===== config.mk =====
export PLATFORM = sky130hd
export DESIGN_NAME = cpms_sequencer
export DESIGN_NICKNAME = d
export VERILOG_FILES = /design/src/cpms_pkg.sv /design/src/cpms_sequencer.sv
export SDC_FILE = /design/constraint.sdc
export NUM_CORES = 1
export LEC_CHECK = 0
export ABC_AREA = 1
export ABC_CLOCK_PERIOD_IN_PS = 3000
export BUFFER_PORTS_ARGS = -buffer_cell sky130_fd_sc_hd__buf_2
export CORE_MARGIN = 3
export CORE_UTILIZATION = 40
export CTS_BUF_LIST = sky130_fd_sc_hd__clkbuf_8
export CTS_CLUSTER_SIZE = 28
export DETAILED_ROUTE_END_ITERATION = 12
export HOLD_SLACK_MARGIN = 0.05
export PLACE_DENSITY = 0.7
export SYNTH_ARGS = -nofsm -noshare
export SYNTH_HDL_FRONTEND = slang
export SYNTH_SLANG_ARGS = --single-unit

===== constraint.sdc =====
create_clock -name pclk -period 3 [get_ports pclk]
set_input_delay 0.3 -clock pclk [delete_from_list [all_inputs] [get_ports pclk]]
set_output_delay 0.3 -clock pclk [all_outputs]
set_load 0.1 [all_outputs]

===== src/cpms_pkg.sv =====
// Purpose: shared constants and types for the codec power and mute sequencer
// Assumes: 10 MHz pclk, APB with 32-bit data, one register per aligned word
// Notes:   byte address of a register is four times its index
package cpms_pkg;

  // register indices; the byte address is index * 4
  localparam logic [2:0] IDX_POWER    = 3'h0;
  localparam logic [2:0] IDX_ADC_IN   = 3'h1;
  localparam logic [2:0] IDX_ADC_CLK  = 3'h2;
  localparam logic [2:0] IDX_DAC_CLK  = 3'h3;
  localparam logic [2:0] IDX_CONTROL  = 3'h4;
  localparam logic [2:0] IDX_STATUS   = 3'h5;

  // writable bits and reset values per register
  localparam logic [7:0] MASK_POWER   = 8'h03;
  localparam logic [7:0] MASK_ADC_IN  = 8'h03;
  localparam logic [7:0] MASK_ADC_CLK = 8'h16;
  localparam logic [7:0] MASK_DAC_CLK = 8'h7F;
  localparam logic [7:0] MASK_CONTROL = 8'h03;
  localparam logic [7:0] RST_POWER    = 8'h00;
  localparam logic [7:0] RST_ADC_IN   = 8'h00;
  localparam logic [7:0] RST_ADC_CLK  = 8'h00;
  localparam logic [7:0] RST_DAC_CLK  = 8'h04;
  localparam logic [7:0] RST_CONTROL  = 8'h00;

  // field positions
  localparam int BIT_ADC_POWER   = 0;
  localparam int BIT_DAC_POWER   = 1;
  localparam int BIT_SOFT_MUTE   = 0;
  localparam int BIT_DFS_LO      = 4;
  localparam int BIT_DFS_HI      = 5;
  localparam int BIT_AUTO_SPEED  = 6;
  localparam int BIT_PIN_MODE    = 0;
  localparam int BIT_ADC_MASTER  = 1;

  // timing, in the units printed, and cycle counts derived from them
  localparam int CLK_PERIOD_NS   = 100;
  localparam int PUMP_UP_NS      = 1300000;
  localparam int PUMP_UP_CYC     = (PUMP_UP_NS + CLK_PERIOD_NS - 1) / CLK_PERIOD_NS;
  localparam int CLK_LOST_NS     = 51200;
  localparam int CLK_LOST_CYC    = CLK_LOST_NS / CLK_PERIOD_NS;

  // frame counts
  localparam logic [11:0] ADC_VALID_FRAMES = 12'hA50;  // 2640
  localparam logic [11:0] ADC_INIT_FRAMES  = 12'h210;  // 528
  localparam logic [11:0] REF_SETTLE_FRAMES = 12'h800; // 2048
  localparam logic [11:0] DAC_INIT_BASE    = 12'h060;  // 6 x 8 x 2
  localparam logic [10:0] MUTE_FULL        = 11'h400;  // 1024 steps
  localparam logic [9:0]  RATIO_NORMAL_MIN = 10'h1C0;  // 448 master edges
  localparam logic [9:0]  RATIO_DOUBLE_MIN = 10'h0E0;  // 224 master edges

  typedef enum logic [1:0] {SPEED_NORMAL, SPEED_DOUBLE, SPEED_QUAD} cpms_speed_t;
  typedef enum {SIDE_OFF, SIDE_WAIT, SIDE_INIT, SIDE_RUN} cpms_side_t;

  // the three serial clocks of one port
  typedef struct packed {
    logic master;
    logic frame;
    logic bitclk;
  } cpms_clk_t;

endpackage : cpms_pkg


===== src/cpms_sequencer.sv =====
// Purpose: power-up, reset and soft mute sequencing of a stereo codec
// Assumes: pins and serial clocks are asynchronous to pclk and are synchronised
// Notes:   link clocks are sampled, so they must be well below pclk / 2
//
// Implementation choices: register access over APB and the register addresses.
`timescale 1ns/1ps
module cpms_sequencer #(
  parameter int PUMP_CYC = cpms_pkg::PUMP_UP_CYC
) (
  input  wire logic              pclk,
  input  wire logic              presetn,
  input  wire logic              psel,
  input  wire logic              penable,
  input  wire logic              pwrite,
  input  wire logic [7:0]        paddr,
  input  wire logic [31:0]       pwdata,
  output logic      [31:0]       prdata,
  output logic                   pready,
  output logic                   pslverr,
  input  wire logic              adc_reset_n_pin,
  input  wire logic              dac_reset_n_pin,
  input  wire cpms_pkg::cpms_clk_t adc_clocks,
  input  wire cpms_pkg::cpms_clk_t dac_clocks,
  output logic                   pump_enable,
  output logic                   adc_analog_ready,
  output logic                   adc_out_valid,
  output logic                   dac_out_valid,
  output logic      [10:0]       mute_atten,
  output cpms_pkg::cpms_speed_t  dac_speed
);

  // --- synchronisers: two flops per pin, a third stage for edges
  logic [7:0] sync1;
  logic [7:0] sync2;
  logic [7:0] prev;
  always_ff @(posedge pclk or negedge presetn) begin
    if (!presetn) begin
      sync1 <= 8'h00;
      sync2 <= 8'h00;
      prev  <= 8'h00;
    end else begin
      sync1 <= {adc_reset_n_pin, dac_reset_n_pin, adc_clocks, dac_clocks};
      sync2 <= sync1;
      prev  <= sync2;
    end
  end

  logic       adc_rst_n;
  logic       dac_rst_n;
  logic [2:0] adc_rise;
  logic [2:0] dac_rise;
  assign adc_rst_n = sync2[7];
  assign dac_rst_n = sync2[6];
  assign adc_rise  = sync2[5:3] & ~prev[5:3];
  assign dac_rise  = sync2[2:0] & ~prev[2:0];

  // --- registers
  logic [7:0] reg_power;
  logic [7:0] reg_adc_in;
  logic [7:0] reg_adc_clk;
  logic [7:0] reg_dac_clk;
  logic [7:0] reg_control;
  logic       wr_en;
  logic [2:0] idx;
  logic       idx_ok;
  assign idx    = paddr[4:2];
  assign idx_ok = (paddr[1:0] == 2'h0) && (paddr[7:5] == 3'h0) && (idx <= cpms_pkg::IDX_STATUS);
  assign wr_en  = psel && penable && pready && pwrite && idx_ok;

  // pin mode ignores the power bits, soft mute and auto speed; the DFS bits and adc master bit still apply
  logic pin_mode;
  logic adc_pwr;
  logic dac_pwr;
  logic soft_mute;
  assign pin_mode  = reg_control[cpms_pkg::BIT_PIN_MODE];
  assign adc_pwr   = pin_mode | reg_power[cpms_pkg::BIT_ADC_POWER];
  assign dac_pwr   = pin_mode | reg_power[cpms_pkg::BIT_DAC_POWER];
  assign soft_mute = !pin_mode && reg_dac_clk[cpms_pkg::BIT_SOFT_MUTE];

  // power bits: each half cleared by its own reset pin
  always_ff @(posedge pclk or negedge presetn) begin
    if (!presetn) begin
      reg_power <= cpms_pkg::RST_POWER;
    end else begin
      if (wr_en && idx == cpms_pkg::IDX_POWER) begin
        reg_power <= pwdata[7:0] & cpms_pkg::MASK_POWER;
      end
      if (!adc_rst_n) begin
        reg_power[cpms_pkg::BIT_ADC_POWER] <= 1'b0;
      end
      if (!dac_rst_n) begin
        reg_power[cpms_pkg::BIT_DAC_POWER] <= 1'b0;
      end
    end
  end

  // adc registers; the power bit never touches them
  always_ff @(posedge pclk or negedge presetn) begin
    if (!presetn) begin
      reg_adc_in  <= cpms_pkg::RST_ADC_IN;
      reg_adc_clk <= cpms_pkg::RST_ADC_CLK;
    end else if (!adc_rst_n) begin
      reg_adc_in  <= cpms_pkg::RST_ADC_IN;
      reg_adc_clk <= cpms_pkg::RST_ADC_CLK;
    end else if (wr_en && idx == cpms_pkg::IDX_ADC_IN) begin
      reg_adc_in  <= pwdata[7:0] & cpms_pkg::MASK_ADC_IN;
    end else if (wr_en && idx == cpms_pkg::IDX_ADC_CLK) begin
      reg_adc_clk <= pwdata[7:0] & cpms_pkg::MASK_ADC_CLK;
    end
  end

  // dac register
  always_ff @(posedge pclk or negedge presetn) begin
    if (!presetn) begin
      reg_dac_clk <= cpms_pkg::RST_DAC_CLK;
    end else if (!dac_rst_n) begin
      reg_dac_clk <= cpms_pkg::RST_DAC_CLK;
    end else if (wr_en && idx == cpms_pkg::IDX_DAC_CLK) begin
      reg_dac_clk <= pwdata[7:0] & cpms_pkg::MASK_DAC_CLK;
    end
  end

  // control register returns to default only when both pins are low
  always_ff @(posedge pclk or negedge presetn) begin
    if (!presetn) begin
      reg_control <= cpms_pkg::RST_CONTROL;
    end else if (!adc_rst_n && !dac_rst_n) begin
      reg_control <= cpms_pkg::RST_CONTROL;
    end else if (wr_en && idx == cpms_pkg::IDX_CONTROL) begin
      reg_control <= pwdata[7:0] & cpms_pkg::MASK_CONTROL;
    end
  end

  // --- clock presence: timeout on pclk, which never stops
  function automatic logic [9:0] age_next(input logic [9:0] age, input logic edge_seen);
    if (edge_seen) begin
      age_next = 10'h000;
    end else if (age < 10'(cpms_pkg::CLK_LOST_CYC)) begin
      age_next = age + 10'h001;
    end else begin
      age_next = age;
    end
  endfunction : age_next

  logic [9:0] adc_age [3];
  logic [9:0] dac_age [3];
  always_ff @(posedge pclk or negedge presetn) begin
    if (!presetn) begin
      for (int i = 0; i < 3; i++) begin
        adc_age[i] <= 10'(cpms_pkg::CLK_LOST_CYC);
        dac_age[i] <= 10'(cpms_pkg::CLK_LOST_CYC);
      end
    end else begin
      for (int i = 0; i < 3; i++) begin
        adc_age[i] <= age_next(adc_age[i], adc_rise[i]);
        dac_age[i] <= age_next(dac_age[i], dac_rise[i]);
      end
    end
  end

  logic adc_master_mode;
  logic adc_clk_ok;
  logic dac_clk_ok;
  logic adc_req;
  logic dac_req;
  assign adc_master_mode = reg_control[cpms_pkg::BIT_ADC_MASTER];
  // master mode needs only the master clock; slave mode needs all three
  assign adc_clk_ok = (adc_age[2] < 10'(cpms_pkg::CLK_LOST_CYC)) &&
                      (adc_master_mode || ((adc_age[1] < 10'(cpms_pkg::CLK_LOST_CYC)) &&
                                           (adc_age[0] < 10'(cpms_pkg::CLK_LOST_CYC))));
  assign dac_clk_ok = (dac_age[2] < 10'(cpms_pkg::CLK_LOST_CYC)) &&
                      (dac_age[1] < 10'(cpms_pkg::CLK_LOST_CYC)) &&
                      (dac_age[0] < 10'(cpms_pkg::CLK_LOST_CYC));
  assign adc_req = adc_rst_n && adc_pwr && adc_clk_ok;
  assign dac_req = dac_rst_n && dac_pwr && dac_clk_ok;

  // --- charge pump: on with either side, off only when both drop
  logic [15:0] pump_cnt;
  logic        pump_ready;
  always_ff @(posedge pclk or negedge presetn) begin
    if (!presetn) begin
      pump_enable <= 1'b0;
      pump_cnt    <= 16'h0000;
      pump_ready  <= 1'b0;
    end else begin
      pump_enable <= adc_req || dac_req;
      if (!pump_enable) begin
        pump_cnt   <= 16'h0000;
        pump_ready <= 1'b0;
      end else if (pump_cnt < 16'(PUMP_CYC)) begin
        pump_cnt   <= pump_cnt + 16'h0001;
      end else begin
        pump_ready <= 1'b1;
      end
    end
  end

  // --- speed mode: manual bits or measured master/frame ratio
  logic [9:0] ratio_cnt;
  logic [9:0] ratio;
  always_ff @(posedge pclk or negedge presetn) begin
    if (!presetn) begin
      ratio_cnt <= 10'h000;
      ratio     <= 10'h000;
    end else if (dac_rise[1]) begin
      ratio     <= ratio_cnt;
      ratio_cnt <= 10'h000;
    end else if (dac_rise[2] && ratio_cnt != 10'h3FF) begin
      ratio_cnt <= ratio_cnt + 10'h001;
    end
  end

  always_ff @(posedge pclk or negedge presetn) begin
    if (!presetn) begin
      dac_speed <= cpms_pkg::SPEED_NORMAL;
    end else if (reg_dac_clk[cpms_pkg::BIT_AUTO_SPEED] && !pin_mode) begin
      if (ratio >= cpms_pkg::RATIO_NORMAL_MIN) begin
        dac_speed <= cpms_pkg::SPEED_NORMAL;
      end else if (ratio >= cpms_pkg::RATIO_DOUBLE_MIN) begin
        dac_speed <= cpms_pkg::SPEED_DOUBLE;
      end else begin
        dac_speed <= cpms_pkg::SPEED_QUAD;
      end
    end else if (reg_dac_clk[cpms_pkg::BIT_DFS_HI]) begin
      dac_speed <= cpms_pkg::SPEED_QUAD;
    end else if (reg_dac_clk[cpms_pkg::BIT_DFS_LO]) begin
      dac_speed <= cpms_pkg::SPEED_DOUBLE;
    end else begin
      dac_speed <= cpms_pkg::SPEED_NORMAL;
    end
  end

  // --- adc side sequence
  cpms_pkg::cpms_side_t adc_state;
  logic [11:0]          adc_frames;
  logic [11:0]          ref_frames;
  logic                 adc_start;
  assign adc_start = adc_master_mode ? adc_rise[2] : adc_rise[1];
  always_ff @(posedge pclk or negedge presetn) begin
    if (!presetn) begin
      adc_state  <= cpms_pkg::SIDE_OFF;
      adc_frames <= 12'h000;
    end else if (!adc_req) begin
      adc_state  <= cpms_pkg::SIDE_OFF;
      adc_frames <= 12'h000;
    end else begin
      case (adc_state)
        cpms_pkg::SIDE_OFF: adc_state <= cpms_pkg::SIDE_WAIT;
        cpms_pkg::SIDE_WAIT: begin
          if (pump_ready && adc_start) begin
            adc_state <= cpms_pkg::SIDE_INIT;
          end
        end
        cpms_pkg::SIDE_INIT: begin
          if (adc_rise[1]) begin
            adc_frames <= adc_frames + 12'h001;
          end
          if (adc_frames >= cpms_pkg::ADC_VALID_FRAMES) begin
            adc_state <= cpms_pkg::SIDE_RUN;
          end
        end
        cpms_pkg::SIDE_RUN: adc_state <= cpms_pkg::SIDE_RUN;
        default: adc_state <= cpms_pkg::SIDE_OFF;
      endcase
    end
  end

  // reference settling counted in adc frames once the pump is ready
  always_ff @(posedge pclk or negedge presetn) begin
    if (!presetn) begin
      ref_frames <= 12'h000;
    end else if (!pump_ready) begin
      ref_frames <= 12'h000;
    end else if (adc_rise[1] && ref_frames < cpms_pkg::REF_SETTLE_FRAMES) begin
      ref_frames <= ref_frames + 12'h001;
    end
  end

  always_ff @(posedge pclk or negedge presetn) begin
    if (!presetn) begin
      adc_analog_ready <= 1'b0;
      adc_out_valid    <= 1'b0;
    end else begin
      adc_analog_ready <= adc_req && adc_state != cpms_pkg::SIDE_OFF && adc_state != cpms_pkg::SIDE_WAIT
                          && adc_frames >= cpms_pkg::ADC_INIT_FRAMES;
      // serial output held low until valid and the reference has settled
      adc_out_valid    <= adc_req && adc_state == cpms_pkg::SIDE_RUN
                          && ref_frames >= cpms_pkg::REF_SETTLE_FRAMES;
    end
  end

  // --- dac side sequence; init length scales with speed
  cpms_pkg::cpms_side_t dac_state;
  logic [11:0]          dac_frames;
  logic [11:0]          dac_init_len;
  assign dac_init_len = (dac_speed == cpms_pkg::SPEED_QUAD)   ? {cpms_pkg::DAC_INIT_BASE[9:0], 2'b00} :
                        (dac_speed == cpms_pkg::SPEED_DOUBLE) ? {cpms_pkg::DAC_INIT_BASE[10:0], 1'b0} :
                        cpms_pkg::DAC_INIT_BASE;
  always_ff @(posedge pclk or negedge presetn) begin
    if (!presetn) begin
      dac_state  <= cpms_pkg::SIDE_OFF;
      dac_frames <= 12'h000;
    end else if (!dac_req) begin
      dac_state  <= cpms_pkg::SIDE_OFF;
      dac_frames <= 12'h000;
    end else begin
      case (dac_state)
        cpms_pkg::SIDE_OFF: dac_state <= cpms_pkg::SIDE_WAIT;
        cpms_pkg::SIDE_WAIT: begin
          if (pump_ready && dac_rise[1]) begin
            dac_state <= cpms_pkg::SIDE_INIT;
          end
        end
        cpms_pkg::SIDE_INIT: begin
          if (dac_rise[1]) begin
            dac_frames <= dac_frames + 12'h001;
          end
          if (dac_frames >= dac_init_len) begin
            dac_state <= cpms_pkg::SIDE_RUN;
          end
        end
        cpms_pkg::SIDE_RUN: dac_state <= cpms_pkg::SIDE_RUN;
        default: dac_state <= cpms_pkg::SIDE_OFF;
      endcase
    end
  end

  always_ff @(posedge pclk or negedge presetn) begin
    if (!presetn) begin
      dac_out_valid <= 1'b0;
    end else begin
      dac_out_valid <= dac_req && dac_state == cpms_pkg::SIDE_RUN;
    end
  end

  // --- soft mute ramp: one step per frame, slower at higher speed
  // reversing mid-ramp needs no state of its own: the level is the state
  logic [1:0] step_pre;
  logic       step;
  logic [1:0] step_mask;
  assign step_mask = (dac_speed == cpms_pkg::SPEED_QUAD)   ? 2'h3 :
                     (dac_speed == cpms_pkg::SPEED_DOUBLE) ? 2'h1 : 2'h0;
  assign step = dac_rise[1] && ((step_pre & step_mask) == 2'h0);
  always_ff @(posedge pclk or negedge presetn) begin
    if (!presetn) begin
      step_pre   <= 2'h0;
      mute_atten <= 11'h000;
    end else begin
      if (dac_rise[1]) begin
        step_pre <= step_pre + 2'h1;
      end
      if (step && soft_mute && mute_atten < cpms_pkg::MUTE_FULL) begin
        mute_atten <= mute_atten + 11'h001;
      end else if (step && !soft_mute && mute_atten != 11'h000) begin
        mute_atten <= mute_atten - 11'h001;
      end
    end
  end

  // --- apb: one wait state, registered answer
  logic [7:0] rd_byte;
  always_comb begin
    case (idx)
      cpms_pkg::IDX_POWER:   rd_byte = reg_power;
      cpms_pkg::IDX_ADC_IN:  rd_byte = reg_adc_in;
      cpms_pkg::IDX_ADC_CLK: rd_byte = reg_adc_clk;
      cpms_pkg::IDX_DAC_CLK: rd_byte = reg_dac_clk;
      cpms_pkg::IDX_CONTROL: rd_byte = reg_control;
      cpms_pkg::IDX_STATUS:  rd_byte = {1'b0, dac_speed, dac_out_valid, adc_out_valid,
                                        adc_analog_ready, pump_ready, pump_enable};
      default:               rd_byte = 8'h00;
    endcase
  end

  always_ff @(posedge pclk or negedge presetn) begin
    if (!presetn) begin
      pready  <= 1'b0;
      pslverr <= 1'b0;
      prdata  <= 32'h00000000;
    end else begin
      pready  <= psel && penable && !pready;
      pslverr <= psel && penable && !pready && (!idx_ok || (pwrite && idx == cpms_pkg::IDX_STATUS));
      prdata  <= (psel && penable && !pready && !pwrite && idx_ok) ? {24'h000000, rd_byte} : 32'h00000000;
    end
  end

  // --- assertions
  property p_pump_on;
    @(posedge pclk) disable iff (!presetn) (adc_req || dac_req) |=> pump_enable;
  endproperty
  a_pump_on: assert property (p_pump_on) else $error("pump not on with active side");

  property p_pin_mode;
    @(posedge pclk) disable iff (!presetn)
      pin_mode && dac_rst_n && dac_clk_ok && !reg_power[cpms_pkg::BIT_DAC_POWER] |=> pump_enable;
  endproperty
  a_pin_mode: assert property (p_pin_mode) else $error("pin mode did not ignore power bit");

  property p_side_after_pump;
    @(posedge pclk) disable iff (!presetn) (dac_state == cpms_pkg::SIDE_INIT) |-> pump_ready;
  endproperty
  a_side_after_pump: assert property (p_side_after_pump) else $error("dac started before pump");

  property p_mute_down;
    @(posedge pclk) disable iff (!presetn)
      step && soft_mute && mute_atten < cpms_pkg::MUTE_FULL |=> mute_atten == $past(mute_atten) + 11'h001;
  endproperty
  a_mute_down: assert property (p_mute_down) else $error("mute ramp did not advance");

  property p_mute_up;
    @(posedge pclk) disable iff (!presetn)
      step && !soft_mute && mute_atten != 11'h000 |=> mute_atten == $past(mute_atten) - 11'h001;
  endproperty
  a_mute_up: assert property (p_mute_up) else $error("mute release did not step back");

  property p_adc_pin_reset;
    @(posedge pclk) disable iff (!presetn)
      !adc_rst_n |=> reg_adc_in == cpms_pkg::RST_ADC_IN && !reg_power[cpms_pkg::BIT_ADC_POWER];
  endproperty
  a_adc_pin_reset: assert property (p_adc_pin_reset) else $error("adc registers not reset");

  property p_both_reset;
    @(posedge pclk) disable iff (!presetn) !adc_rst_n && !dac_rst_n |=> ##1 !pump_enable;
  endproperty
  a_both_reset: assert property (p_both_reset) else $error("pump on under full reset");

  property p_adc_valid_late;
    @(posedge pclk) disable iff (!presetn)
      adc_out_valid |-> $past(adc_frames) >= cpms_pkg::ADC_VALID_FRAMES;
  endproperty
  a_adc_valid_late: assert property (p_adc_valid_late) else $error("adc valid too early");

  property p_keep_regs;
    @(posedge pclk) disable iff (!presetn)
      $fell(reg_power[cpms_pkg::BIT_DAC_POWER]) && dac_rst_n && $past(dac_rst_n) |-> $stable(reg_dac_clk);
  endproperty
  a_keep_regs: assert property (p_keep_regs) else $error("power bit changed dac register");

  property p_pump_off;
    @(posedge pclk) disable iff (!presetn) pump_enable && !adc_req && !dac_req |=> !pump_enable;
  endproperty
  a_pump_off: assert property (p_pump_off) else $error("pump stayed on with sides idle");

  c_full_mute: cover property (@(posedge pclk) disable iff (!presetn) mute_atten == cpms_pkg::MUTE_FULL);
  c_adc_valid: cover property (@(posedge pclk) disable iff (!presetn) $rose(adc_out_valid));
  c_dac_valid: cover property (@(posedge pclk) disable iff (!presetn) $rose(dac_out_valid));
  c_reverse:   cover property (@(posedge pclk) disable iff (!presetn)
                               $fell(soft_mute) && mute_atten != 11'h000 && mute_atten < cpms_pkg::MUTE_FULL);

endmodule : cpms_sequencer


---- After elaboration in Yosys (flattened, before gate mapping) ----
Cells that the tools add are included.
word-level totals
  output and inout bits ................... 51
  register bits after elaboration ......... 282
cells by class
  magnitude comparators ................... 16
  add/subtract/negate cells ............... 14
  equal/unequal tests ..................... 34
  multiplexer cells ....................... 60
  reductions and logical operators ........ 74
  bitwise gates (word level) .............. 7
operator list
  kind                                                                  count
  one-hot mux 32 bit (4 select lines)                                   2
  2-to-1 mux 32 bit                                                     6
  2-to-1 mux 10 bit                                                     14
  == test 32 x 2 -> 1 bit (second input constant)                       4
  2-to-1 mux 12 bit                                                     8
  2-to-1 mux 8 bit                                                      11
  adder 10 x 1 -> 10 bit (second input constant)                        7
  == test 32 x 1 -> 1 bit (second input constant)                       2
  == test 32 x 3 -> 1 bit (second input constant)                       2
  zero test 32 bit                                                      2
  < comparator 10 bit (second input constant)                           6
  one-hot mux 8 bit (6 select lines)                                    1
  logical AND 1 bit                                                     42
  adder 12 x 1 -> 12 bit (second input constant)                        3
  2-to-1 mux 16 bit                                                     2
  != test 32 x 2 -> 1 bit (second input constant)                       1
  nonzero test 32 bit                                                   1
  greater-or-equal comparator 12 bit (second input constant)            2
  2-to-1 mux 11 bit                                                     2
  != test 2 x 1 -> 1 bit (second input constant)                        9
  nonzero test 2 bit                                                    9
  adder 16 x 1 -> 16 bit (second input constant)                        1
  < comparator 16 x 14 -> 1 bit (second input constant)                 1
  greater-or-equal comparator 12 x 10 -> 1 bit (second input constant)  1
  other kinds (30)                                                      66

---- Logic depth before layout (Yosys ltp) ----
Gate-level depths: netlist of run 1.
  word-level depth ........................ 10
  gate-level depth with buffers ........... 17

---- Least setup slack after synthesis of run 1 ----
No wires, ideal clock.
  kind .................................... flip-flop to flip-flop
  start ................................... reg dac_speed[0]
  end ..................................... reg mute_atten[9]
  required time ........................... 2.880 ns
  stages on the path, launching flop included .. 16
  clock period less this slack ............ 2.949 ns
  arrival time ............................ 2.829 ns
  setup slack ............................. 0.051 ns
  path buffers ............................ 0
  cells stage by stage .................... dfrtp_1 inv_1 ha_1 inv_1 nand2_1 nand3_2 nor2_2 nand2_1 ha_1 nand2_1 nor2_1 nand3_1 nand3_1 nand2_1 nand3_1 nand2_1
on the way
  word-level cells in the longest chain between the ends .. 9
  elaborated cells on any way between the ends .. 13
RTL lines
  item                                                     line                                          text
  start: declaration                                       cpms_sequencer.sv:29                          output cpms_pkg::cpms_speed_t dac_speed
  start signal: assignment                                 cpms_sequencer.sv:215                         dac_speed <= cpms_pkg::SPEED_NORMAL;
  start signal: assignment                                 cpms_sequencer.sv:218                         dac_speed <= cpms_pkg::SPEED_NORMAL;
  start signal: assignment                                 cpms_sequencer.sv:220                         dac_speed <= cpms_pkg::SPEED_DOUBLE;
  == test 2 x 1 -> 1 bit                                   cpms_sequencer.sv:342                         (dac_speed == cpms_pkg::SPEED_DOUBLE) ? 2'h1 : 2'h0;
  2-to-1 mux 1 bit                                         cpms_sequencer.sv:342
  2-to-1 mux 2 bit (*)                                     cpms_sequencer.sv:341                         assign step_mask = (dac_speed == cpms_pkg::SPEED_QUAD) ? 2'h3 :
  AND 2 bit (*)                                            cpms_sequencer.sv:343                         assign step = dac_rise[1] && ((step_pre & step_mask) == 2'h0);
  zero test 2 bit (*)                                      cpms_sequencer.sv:343
  logical AND 1 bit (*)                                    cpms_sequencer.sv:343
  logical AND 1 bit (on tied branches) (2 in series)       cpms_sequencer.sv:352, cpms_sequencer.sv:354
  2-to-1 mux 11 bit or nonzero test 2 bit (tied branches)  n/a
  end signal: assignment                                   cpms_sequencer.sv:353                         mute_atten <= mute_atten + 11'h001;
  end signal: assignment                                   cpms_sequencer.sv:355                         mute_atten <= mute_atten - 11'h001;
  end: declaration                                         cpms_sequencer.sv:28                          output logic [10:0] mute_atten,
Every way passes the cells marked *; elsewhere a longest branch is shown, timed or not.
A chain may end at the register's enable or synchronous reset.

---- Final worst setup path of run 1 ----
  start ................................... reg dac_speed[0]
  end ..................................... reg mute_atten[7]
The elaborated chain is that of the path after synthesis.

==> flow_metrics.env, run 1 <==
export IMPL_h_tree_depth=4
export IMPL_clkTransAtPathRegs_ns=0.09
export IMPL_rsz0062_at_grt="false"
export IMPL_netlist_area_mm2=0.0105
export IMPL_cts_tree="built"
export IMPL_tightest_slew_ns=0.779
export IMPL_grt_max_degree=80
export IMPL_synth_seq_cells=198
export IMPL_power_w=0.00693
export IMPL_max_slew_margin_rel_pct=48.0
export IMPL_drv_slew=0
export IMPL_regArea_mm2=0.00496
export IMPL_synth_async_sr_flop_share_pct=100
export IMPL_fillers=2503
export IMPL_syn_inst=1322
export IMPL_cts_sinks=198
export IMPL_crit_fanout=11
export IMPL_port_buffers=53
export IMPL_fin_setup_tns_ns=0
export IMPL_grt_pass1_wl_um=37300
export IMPL_dieArea_mm2=0.0282
export IMPL_postCtsSetupBuffers=0
export IMPL_hold_viol=0
export IMPL_remaining_drc_errors=0
export IMPL_start_kind="flip-flop"
export IMPL_gp_congestion=0.884
export IMPL_finalNonFillerCells=1735
export IMPL_clock_path_buffers=2
export IMPL_critPathCaptureType="flip-flop"
export IMPL_final_util_pct=45.4
export IMPL_arrival_ns=2.90
export IMPL_fmax_ghz=0.395
export IMPL_drive_above_1_share_pct=10.0
export IMPL_synth_enable_flop_cells=0
export IMPL_synth_flop_cell="dfrtp_1"
export IMPL_worstSkewPairLatency_ns=0.48
export IMPL_hold_path_class="in2reg"
export IMPL_power_density_mw_per_mm2=599
export IMPL_status="completed"
export IMPL_wl_per_cell_um=12.6
export IMPL_cts_root_buf="clkbuf_8"
export IMPL_area_growth_pct=10.4
export IMPL_dp_hpwl_um=15700
export IMPL_numCtsBuffers=17
export IMPL_ys_warn_count=0
export IMPL_initial_core_util_pct=41.1
export IMPL_antenna_found_initial=1
export IMPL_multiInputGateArea_mm2=0.00464
export IMPL_rows=58
export IMPL_ys_seq_area_share_pct=47.4
export IMPL_core_area_mm2=0.0255
export IMPL_gr_total_overflow=0
export IMPL_crit_type="reg2reg"
export IMPL_finalCritPeriodShare_pct=84.4
export IMPL_ios=104
export IMPL_holdWs_ns=0.0860
export IMPL_grt_pass1_vias=8064
export IMPL_syn_area_per_cell_um2=7.92
export IMPL_ant_nets=0
export IMPL_via_per_inst=4.98
export IMPL_wl_um=21800
export IMPL_die_y_um=168
export IMPL_vias=8643
export IMPL_track_usage_pct=15.7
export IMPL_ir_drop_mv=0.603
export IMPL_required_ns=3.37
export IMPL_die_w_um=168
export IMPL_drv_cap=0
export IMPL_fin_skew_ns=0.0142
export IMPL_power_leakage_nw=5.41
export IMPL_final_cell_mix="305 x nand2_1, 191 x dfrtp_1, 167 x inv_1"
export IMPL_drtPass1Iterations=8
export IMPL_placed_cells=1693
export IMPL_fin_crit_ns=2.53
export IMPL_synth_cell_type_count=49
export IMPL_nNetsFinal=1474
export IMPL_layout_commonest_cell="nand2_1"
export IMPL_detail_route_iter0_violations=715
export IMPL_finalSetupViolCount=0
## timing repair
item | 4_1_cts | 5_1_grt
hold buffers | 10 | 0
endpoints found under the setup margin | 0 | 1
resized for setup | 0 | 1
endpoints found under the hold margin | 82 | 0
## flip-flops by register name, indices dropped and copies added (netlist names), 3 cells and up
name / cells
adc_age: 30
dac_age: 30
pump_cnt: 16
adc_frames: 12
dac_frames: 12
ref_frames: 12
mute_atten: 11
ratio_cnt: 10
sync1: 8
sync2: 8
prdata: 7
reg_dac_clk: 7
prev: 6
ratio: 5
reg_adc_clk: 3
## kinds of logic (layout without fill, tap and decap cells)
logic type,after synthesis,count (layout),synth area share [%]
other,1,26,0.0358
AND/OR/NAND/NOR,653,653,27.5
flip-flops,198,198,47.4
AO/OA/AOI/OAI,205,205,10.6
adder cells (fa/ha/maj),29,29,3.54
buffers and inverters,216,274,9.16
XOR/XNOR,20,20,1.74
## cell usage after synthesis, drive strengths merged, types with 2 or more instances
cell	instances	area, um^2
nand4	34	213
nand3	101	528
a31o	2	17.5
ha	28	350
nor4	2	12.5
buf	34	270
nor2	139	577
nand2	318	1230
o21a	7	52.6
o21bai	4	30.0
dfstp	7	184
or2	4	25.0
and3	3	18.8
o22ai	4	25.0
a21oi	69	345
a31oi	7	43.8
dfrtp	191	4780
inv	176	666
xnor2	10	87.6
o21ai	104	536
nor3	49	260
o31ai	6	45.0
clkbuf	5	20.0
xor2	10	95.1
## metal layers
layer | global-route usage [%] | vias up | part of all wire (%)
li1 | - | 4400 | -
met1 | 21.8 | 4035 | 49
met2 | 24.9 | 172 | 45
met3 | 3.64 | 36 | 4.4
met4 | 4.55 | 0 | 2.2
met5 | 0 | - | 0
## critical path: stages, from the launching register on
cell and delay, ns:
dfrtp_1 0.39, inv_1 0.05, ha_1 0.31, inv_1 0.05, nand2_1 0.06, nand3_2 0.08, nor2_2 0.16, nand2_2 0.21
ha_1 0.39, a21oi_1 0.29, nor2_1 0.07, nor2_1 0.12, nand3_1 0.10, nand3_1 0.08, nand2_1 0.05
## cell type report
cell class	instances	area share, %
flip-flops and latches	198	42.9
multi-input cells	932	40.2
inverters	177	5.79
repair buffers	66	3.65
well taps	330	3.57
clock buffers	20	2.38
clock inverters	11	1.48
diodes	1	0.0216
## worst paths after layout
kind / startpoint / to / slack (ns) / cells after the start
min in group asynchronous: presetn / adc_frames[4] / 0.38 / 2
max in group asynchronous: presetn / adc_age[29] / 1.79 / 3
hold / removal: penable / pready / 0.09 / 3
hold reg to reg: sync1[5] / sync2[5] / 0.35 / 0
setup / recovery: dac_speed[0] / mute_atten[7] / 0.47 / 14
setup reg to reg: dac_speed[0] / mute_atten[7] / 0.47 / 14
## report_power, final
group / leakage, nW / internal [W] / total, W / switching, W
sequential: 2.63 / 0.00289 / 0.00313 / 0.000234
clock: 0.222 / 0.000975 / 0.00192 / 0.000946
combinational: 2.56 / 0.000493 / 0.00188 / 0.00139
total: 5.41 / 0.00436 / 0.00693 / 0.00257
## metrics by stage
stage                     setup slack [ns]  cell area [um^2]
final                                0.469             11600
after global routing                 0.164             11600
after CTS                            0.312             11600
after detailed placement             0.339             11000
after global placement               0.394             11000
after floorplan                     0.0513             10600
(Power assumes the default switching activity.)
==> inputs of run 2 (changes only) <==
- ABC_CLOCK_PERIOD_IN_PS: 3000 -> 2230
- PLACE_DENSITY: 0.7 -> 0.72
- clock period: 3 -> 2.23 ns (I/O delays scaled with it)
==> run 2 against run 1 <==
Compared with the run above: fmax up 8.3%; design area up 3.9%; clock skew down 0.0013 ns; the run now ends with setup timing left.
==> flow_metrics.env, run 2 (synthesis results as in run 1) <==
export IMPL_status="finished, violations left"
export IMPL_violations="setup timing"
export IMPL_via_per_inst=5.01
export IMPL_cts_root_buf="clkbuf_8"
export IMPL_cts_tree="built"
export IMPL_power_density_mw_per_mm2=794
export IMPL_cts_sinks=198
export IMPL_fin_skew_ns=0.0129
export IMPL_clkTransAtPathRegs_ns=0.10
export IMPL_required_ns=2.61
export IMPL_tightest_slew_ns=0.655
export IMPL_crit_fanout=5
export IMPL_area_growth_pct=14.7
export IMPL_diodes=0
export IMPL_track_usage_pct=16.1
export IMPL_rows=58
export IMPL_rsz0062_at_grt="true"
export IMPL_hold_viol=0
export IMPL_drv_cap=0
export IMPL_critPathCaptureType="flip-flop"
export IMPL_placed_area_mm2=0.0113
export IMPL_layout_commonest_cell="nand2_1"
export IMPL_clock_path_buffers=2
export IMPL_arrival_ns=2.71
export IMPL_fin_ws_ns=-0.108
export IMPL_hold_path_cell_count=4
export IMPL_final_cell_mix="293 x nand2_1, 189 x dfrtp_1, 165 x inv_1"
export IMPL_wl_per_cell_um=12.8
export IMPL_top_regs="adc_age x30, dac_age x30, pump_cnt x16"
export IMPL_wl_um=22500
export IMPL_ant_nets=0
export IMPL_grt_pass1_vias=8326
export IMPL_vias=8830
export IMPL_gp_congestion=0.935
export IMPL_r2r_cells=13
export IMPL_numCtsBuffers=17
export IMPL_port_buffers=53
export IMPL_grt_max_degree=64
export IMPL_nNetsFinal=1502
export IMPL_h_tree_depth=4
export IMPL_ios=104
export IMPL_initial_core_util_pct=41.1
export IMPL_fmax_ghz=0.428
export IMPL_drv_slew=0
export IMPL_die_w_um=168
export IMPL_antenna_found_initial=0
export IMPL_worstSkewPairLatency_ns=0.48
export IMPL_drtPass1Iterations=5
export IMPL_crit_type="reg2reg"
export IMPL_fin_setup_tns_ns=-0.649
export IMPL_detail_route_iter0_violations=617
export IMPL_finalSetupViolCount=8
export IMPL_max_slew_margin_rel_pct=56.3
export IMPL_die_y_um=168
export IMPL_power_leakage_nw=5.55
export IMPL_dieArea_mm2=0.0282
export IMPL_fin_crit_ns=2.34
export IMPL_fillers=2416
export IMPL_regArea_mm2=0.00497
export IMPL_core_area_mm2=0.0255
export IMPL_multiInputGateArea_mm2=0.00494
export IMPL_grt_pass1_wl_um=38200
export IMPL_design_area_mm2=0.0120
export IMPL_drive_above_1_share_pct=14.4
export IMPL_ir_drop_mv=0.685
export IMPL_hold_path_class="in2reg"
export IMPL_finalCritPeriodShare_pct=105
export IMPL_dp_hpwl_um=16400
export IMPL_gr_total_overflow=0
export IMPL_remaining_drc_errors=0
export IMPL_start_kind="flip-flop"
run 2: worst paths after layout:
path / startpoint / to / slack [ns]
setup / recovery: dac_speed[1] / mute_atten[9] / -0.11
hold / removal: paddr[2] / prdata[0] / 0.14
setup reg to reg: dac_speed[1] / mute_atten[9] / -0.11
hold reg to reg: sync1[3] / sync2[3] / 0.35
max in group asynchronous: presetn / dac_age[9] / 1.34
min in group asynchronous: presetn / dac_age[26] / 0.22
run 2: timing repair:
| item | 4_1_cts | 5_1_grt |
|---|---|---|
| cloned | 0 | 1 |
| buffers inserted | 1 | 0 |
| pin swaps | 1 | 25 |
| setup endpoints to repair | 8 | 9 |
| resized for setup | 5 | 33 |
| hold endpoints to repair | 138 | 0 |
| hold buffers | 19 | 0 |
run 2: worst max-delay path, cell delays in order (launching register included):
cell,delay [ns]
dfrtp_4,0.50
ha_4,0.28
inv_2,0.03
nand2_2,0.06
nand3_4,0.08
nor2_4,0.24
nand2_4,0.14
ha_4,0.30
nand2_1,0.08
nand2_1,0.09
a21oi_2,0.16
nand4_1,0.13
nand3_2,0.09
nand2_1,0.05
run 2: report_power, final:
| group | internal (W) | leakage (nW) | switching (W) |
|---|---|---|---|
| combinational | 0.00100 | 2.74 | 0.00212 |
| sequential | 0.00389 | 2.63 | 0.000350 |
| clock | 0.000880 | 0.183 | 0.00130 |
| total | 0.00577 | 5.55 | 0.00377 |
run 2: final cells by class:
cell class,count,share of cell area [%]
Timing Repair Buffer,93,5.42
Clock buffer,20,2.29
Multi-Input combinational cell,933,41.1
Clock inverter,11,0.771
Sequential cell,198,41.4
Inverter,177,5.59
Tap cell,330,3.44
run 2: metal layers:
layer,share of wire (%),track usage [%],vias up
met5,0,0,-
met4,2.0,5.51,0
met3,3.4,2.75,34
met2,49,27.0,184
met1,46,21.3,4167
li1,-,-,4445
run 2: stage by stage:
| step | power (W) | util (%) | hold slack (ns) | instances | setup slack [ns] |
|---|---|---|---|---|---|
| detailed placement | 0.00708 | 44.3 | 0.172 | 1710 | -0.0927 |
| CTS | 0.00934 | 46.6 | 0.0987 | 1761 | -0.0570 |
| finish | 0.00954 | 47.2 | 0.139 | 1762 | -0.108 |
| global route | 0.0101 | 47.2 | 0.127 | 1762 | -0.223 |
| floorplan | 0.00646 | - | -0.0726 | 1346 | -0.155 |
| global placement | 0.00701 | 44.3 | 0.174 | 1710 | -0.0651 |
==> inputs of run 3 (changes only) <==
- BUFFER_PORTS_ARGS: -buffer_cell sky130_fd_sc_hd__buf_2 -> -buffer_cell sky130_fd_sc_hd__buf_4
- CORE_UTILIZATION: 40 -> 41
- PLACE_DENSITY: 0.72 -> 0.73
- SKIP_LAST_GASP: not set -> 1
==> run 3 against run 2 <==
Compared with the run above: the run still ends with setup timing left; critical path depth unchanged; utilization increased by 2.2 points; global-route usage increased by 0.74 points; setup slack gained 0.0097 ns; register-to-register slack hardly changed; fmax grew 0.42%.
==> flow_metrics.env, run 3 (synthesis results as in run 1) <==
export IMPL_hold_path_end="prdata[2]"
export IMPL_critPathCaptureType="flip-flop"
export IMPL_cts_tree="built"
export IMPL_wl_per_cell_um=13.0
export IMPL_violations="setup timing"
export IMPL_ir_drop_mv=0.457
export IMPL_crit_fanout=5
export IMPL_max_slew_margin_rel_pct=62.4
export IMPL_rows=57
export IMPL_track_usage_pct=16.9
export IMPL_initial_core_util_pct=42.4
export IMPL_hp_start="paddr[2]"
export IMPL_nNetsFinal=1507
export IMPL_port_buffers=53
export IMPL_hold_path_class="in2reg"
export IMPL_final_util_pct=49.3
export IMPL_dp_hpwl_um=16700
export IMPL_cts_sinks=198
export IMPL_clock_path_buffers=2
export IMPL_gp_congestion=0.898
export IMPL_wl_um=22900
export IMPL_power_density_mw_per_mm2=803
export IMPL_crit_start="dac_speed[1]"
export IMPL_drtPass1Iterations=5
export IMPL_gr_total_overflow=0
export IMPL_layout_commonest_cell="nand2_1"
export IMPL_dieArea_mm2=0.0275
export IMPL_power_leakage_nw=5.63
export IMPL_die_y_um=166
export IMPL_detail_route_iter0_violations=577
export IMPL_fin_ws_ns=-0.0978
export IMPL_arrival_ns=2.71
export IMPL_fmax_ghz=0.430
export IMPL_via_per_inst=5.02
export IMPL_grt_pass1_vias=8562
export IMPL_top_regs="adc_age x30, dac_age x30, pump_cnt x16"
export IMPL_vias=8849
export IMPL_hold_path_cell_count=4
export IMPL_ant_nets=0
export IMPL_drv_cap=0
export IMPL_worstSkewPairLatency_ns=0.49
export IMPL_reg2reg_to="mute_atten[3]"
export IMPL_cts_root_buf="clkbuf_8"
export IMPL_r2r_cells=13
export IMPL_grt_pass1_wl_um=39500
export IMPL_crit_reg2reg_launch="dac_speed[1]"
export IMPL_status="finished, violations left"
export IMPL_fin_crit_ns=2.33
export IMPL_final_cell_mix="295 x nand2_1, 189 x dfrtp_1, 164 x inv_1"
export IMPL_die_w_um=166
export IMPL_finalCritPeriodShare_pct=104
export IMPL_area_growth_pct=16.3
export IMPL_ios=104
export IMPL_drv_slew=0
export IMPL_grt_max_degree=48
export IMPL_finalSetupViolCount=8
export IMPL_antenna_found_initial=0
export IMPL_h_tree_depth=4
export IMPL_core_area_mm2=0.0247
export IMPL_required_ns=2.61
export IMPL_start_kind="flip-flop"
export IMPL_tightest_slew_ns=0.563
export IMPL_reg2reg_slack_ns=-0.1
export IMPL_numCtsBuffers=17
export IMPL_hold_viol=0
export IMPL_rsz0062_at_grt="true"
export IMPL_clkTransAtPathRegs_ns=0.11
export IMPL_drive_above_1_share_pct=14.1
export IMPL_fin_skew_ns=0.0199
export IMPL_remaining_drc_errors=0
export IMPL_power_w=0.00977
export IMPL_crit_type="reg2reg"
-- run 3: cell count changes in the layout (fill, tap and decap cells not counted), moves of 2 or more --
cell | previous run | this run
a21oi_2 | 2 | 0
buf_2 | 52 | 0
buf_4 | 18 | 74
clkinv_2 | 0 | 2
clkinvlp_4 | 3 | 0
inv_2 | 10 | 12
nand2_1 | 293 | 295
nand2_4 | 5 | 3
nand3_1 | 88 | 93
nand3_2 | 11 | 6
nor2_1 | 124 | 127
nor2_2 | 7 | 5
-- run 3: per-layer routing --
layer | wire length, um | share of wire, % | track usage, %
met5 | 0 | 0 | 0
met4 | 378 | 1.6 | 4.59
met3 | 760 | 3.3 | 3.24
met2 | 11300 | 49 | 29.0
met1 | 10500 | 46 | 22.0
-- run 3: report_power, final --
part	switching (W)	internal, W
registers	0.000351	0.00389
clock network	0.00131	0.00103
logic	0.00208	0.00111
total	0.00374	0.00604
-- run 3: area by class of cell --
| class | instances | area (um^2) |
|---|---|---|
| Antenna cell | 1 | 2.50 |
| Sequential cell | 198 | 4970 |
| Fill cell | 2339 | 12500 |
| Inverter | 177 | 669 |
| Timing Repair Buffer | 98 | 831 |
| Tap cell | 324 | 405 |
| Clock inverter | 11 | 113 |
| Multi-Input combinational cell | 933 | 4900 |
| Clock buffer | 21 | 289 |
-- run 3: stage by stage --
stage / worst slack [ns] / hold WS, ns / instance area, um^2 / std cells / TNS (ns)
after global placement: -0.0700 / 0.192 / 11400 / 1704 / -0.213
final: -0.0978 / 0.0841 / 12200 / 1763 / -0.393
after floorplan: -0.155 / -0.0726 / 10700 / 1346 / -0.998
after global routing: -0.237 / 0.0741 / 12200 / 1762 / -1.52
after CTS: -0.0505 / 0.0692 / 12100 / 1759 / -0.219
after detailed placement: -0.0962 / 0.193 / 11400 / 1704 / -0.307
-- run 3: repair_timing --
item | 4_1_cts | 5_1_grt
gates cloned | 1 | 0
hold buffers | 19 | 0
setup endpoints to repair | 6 | 9
setup buffers | 3 | 3
pin swaps | 18 | 8
hold endpoints to repair | 111 | 0
gates resized for setup | 13 | 12
-- run 3: worst max path at each step --
stage                          endpoint  slack, ns  depth (start not counted)
after floorplan           mute_atten[9]      -0.15                         15
after global placement    mute_atten[8]      -0.07                         13
after detailed placement  mute_atten[8]       -0.1                         13
after CTS                 mute_atten[9]      -0.05                         16
after global routing      mute_atten[9]      -0.24                         16
final                     mute_atten[3]       -0.1                         13
-- run 3: worst max-delay path: stages (launching register included) --
cell	delay [ns]
dfrtp_4	0.50
ha_4	0.28
inv_2	0.03
nand2_2	0.06
nand3_4	0.07
nor2_4	0.21
nand2_4	0.14
ha_1	0.32
nand3_1	0.09
nand3_2	0.11
buf_4	0.16
xor2_1	0.13
nand2_1	0.06
o21ai_0	0.07
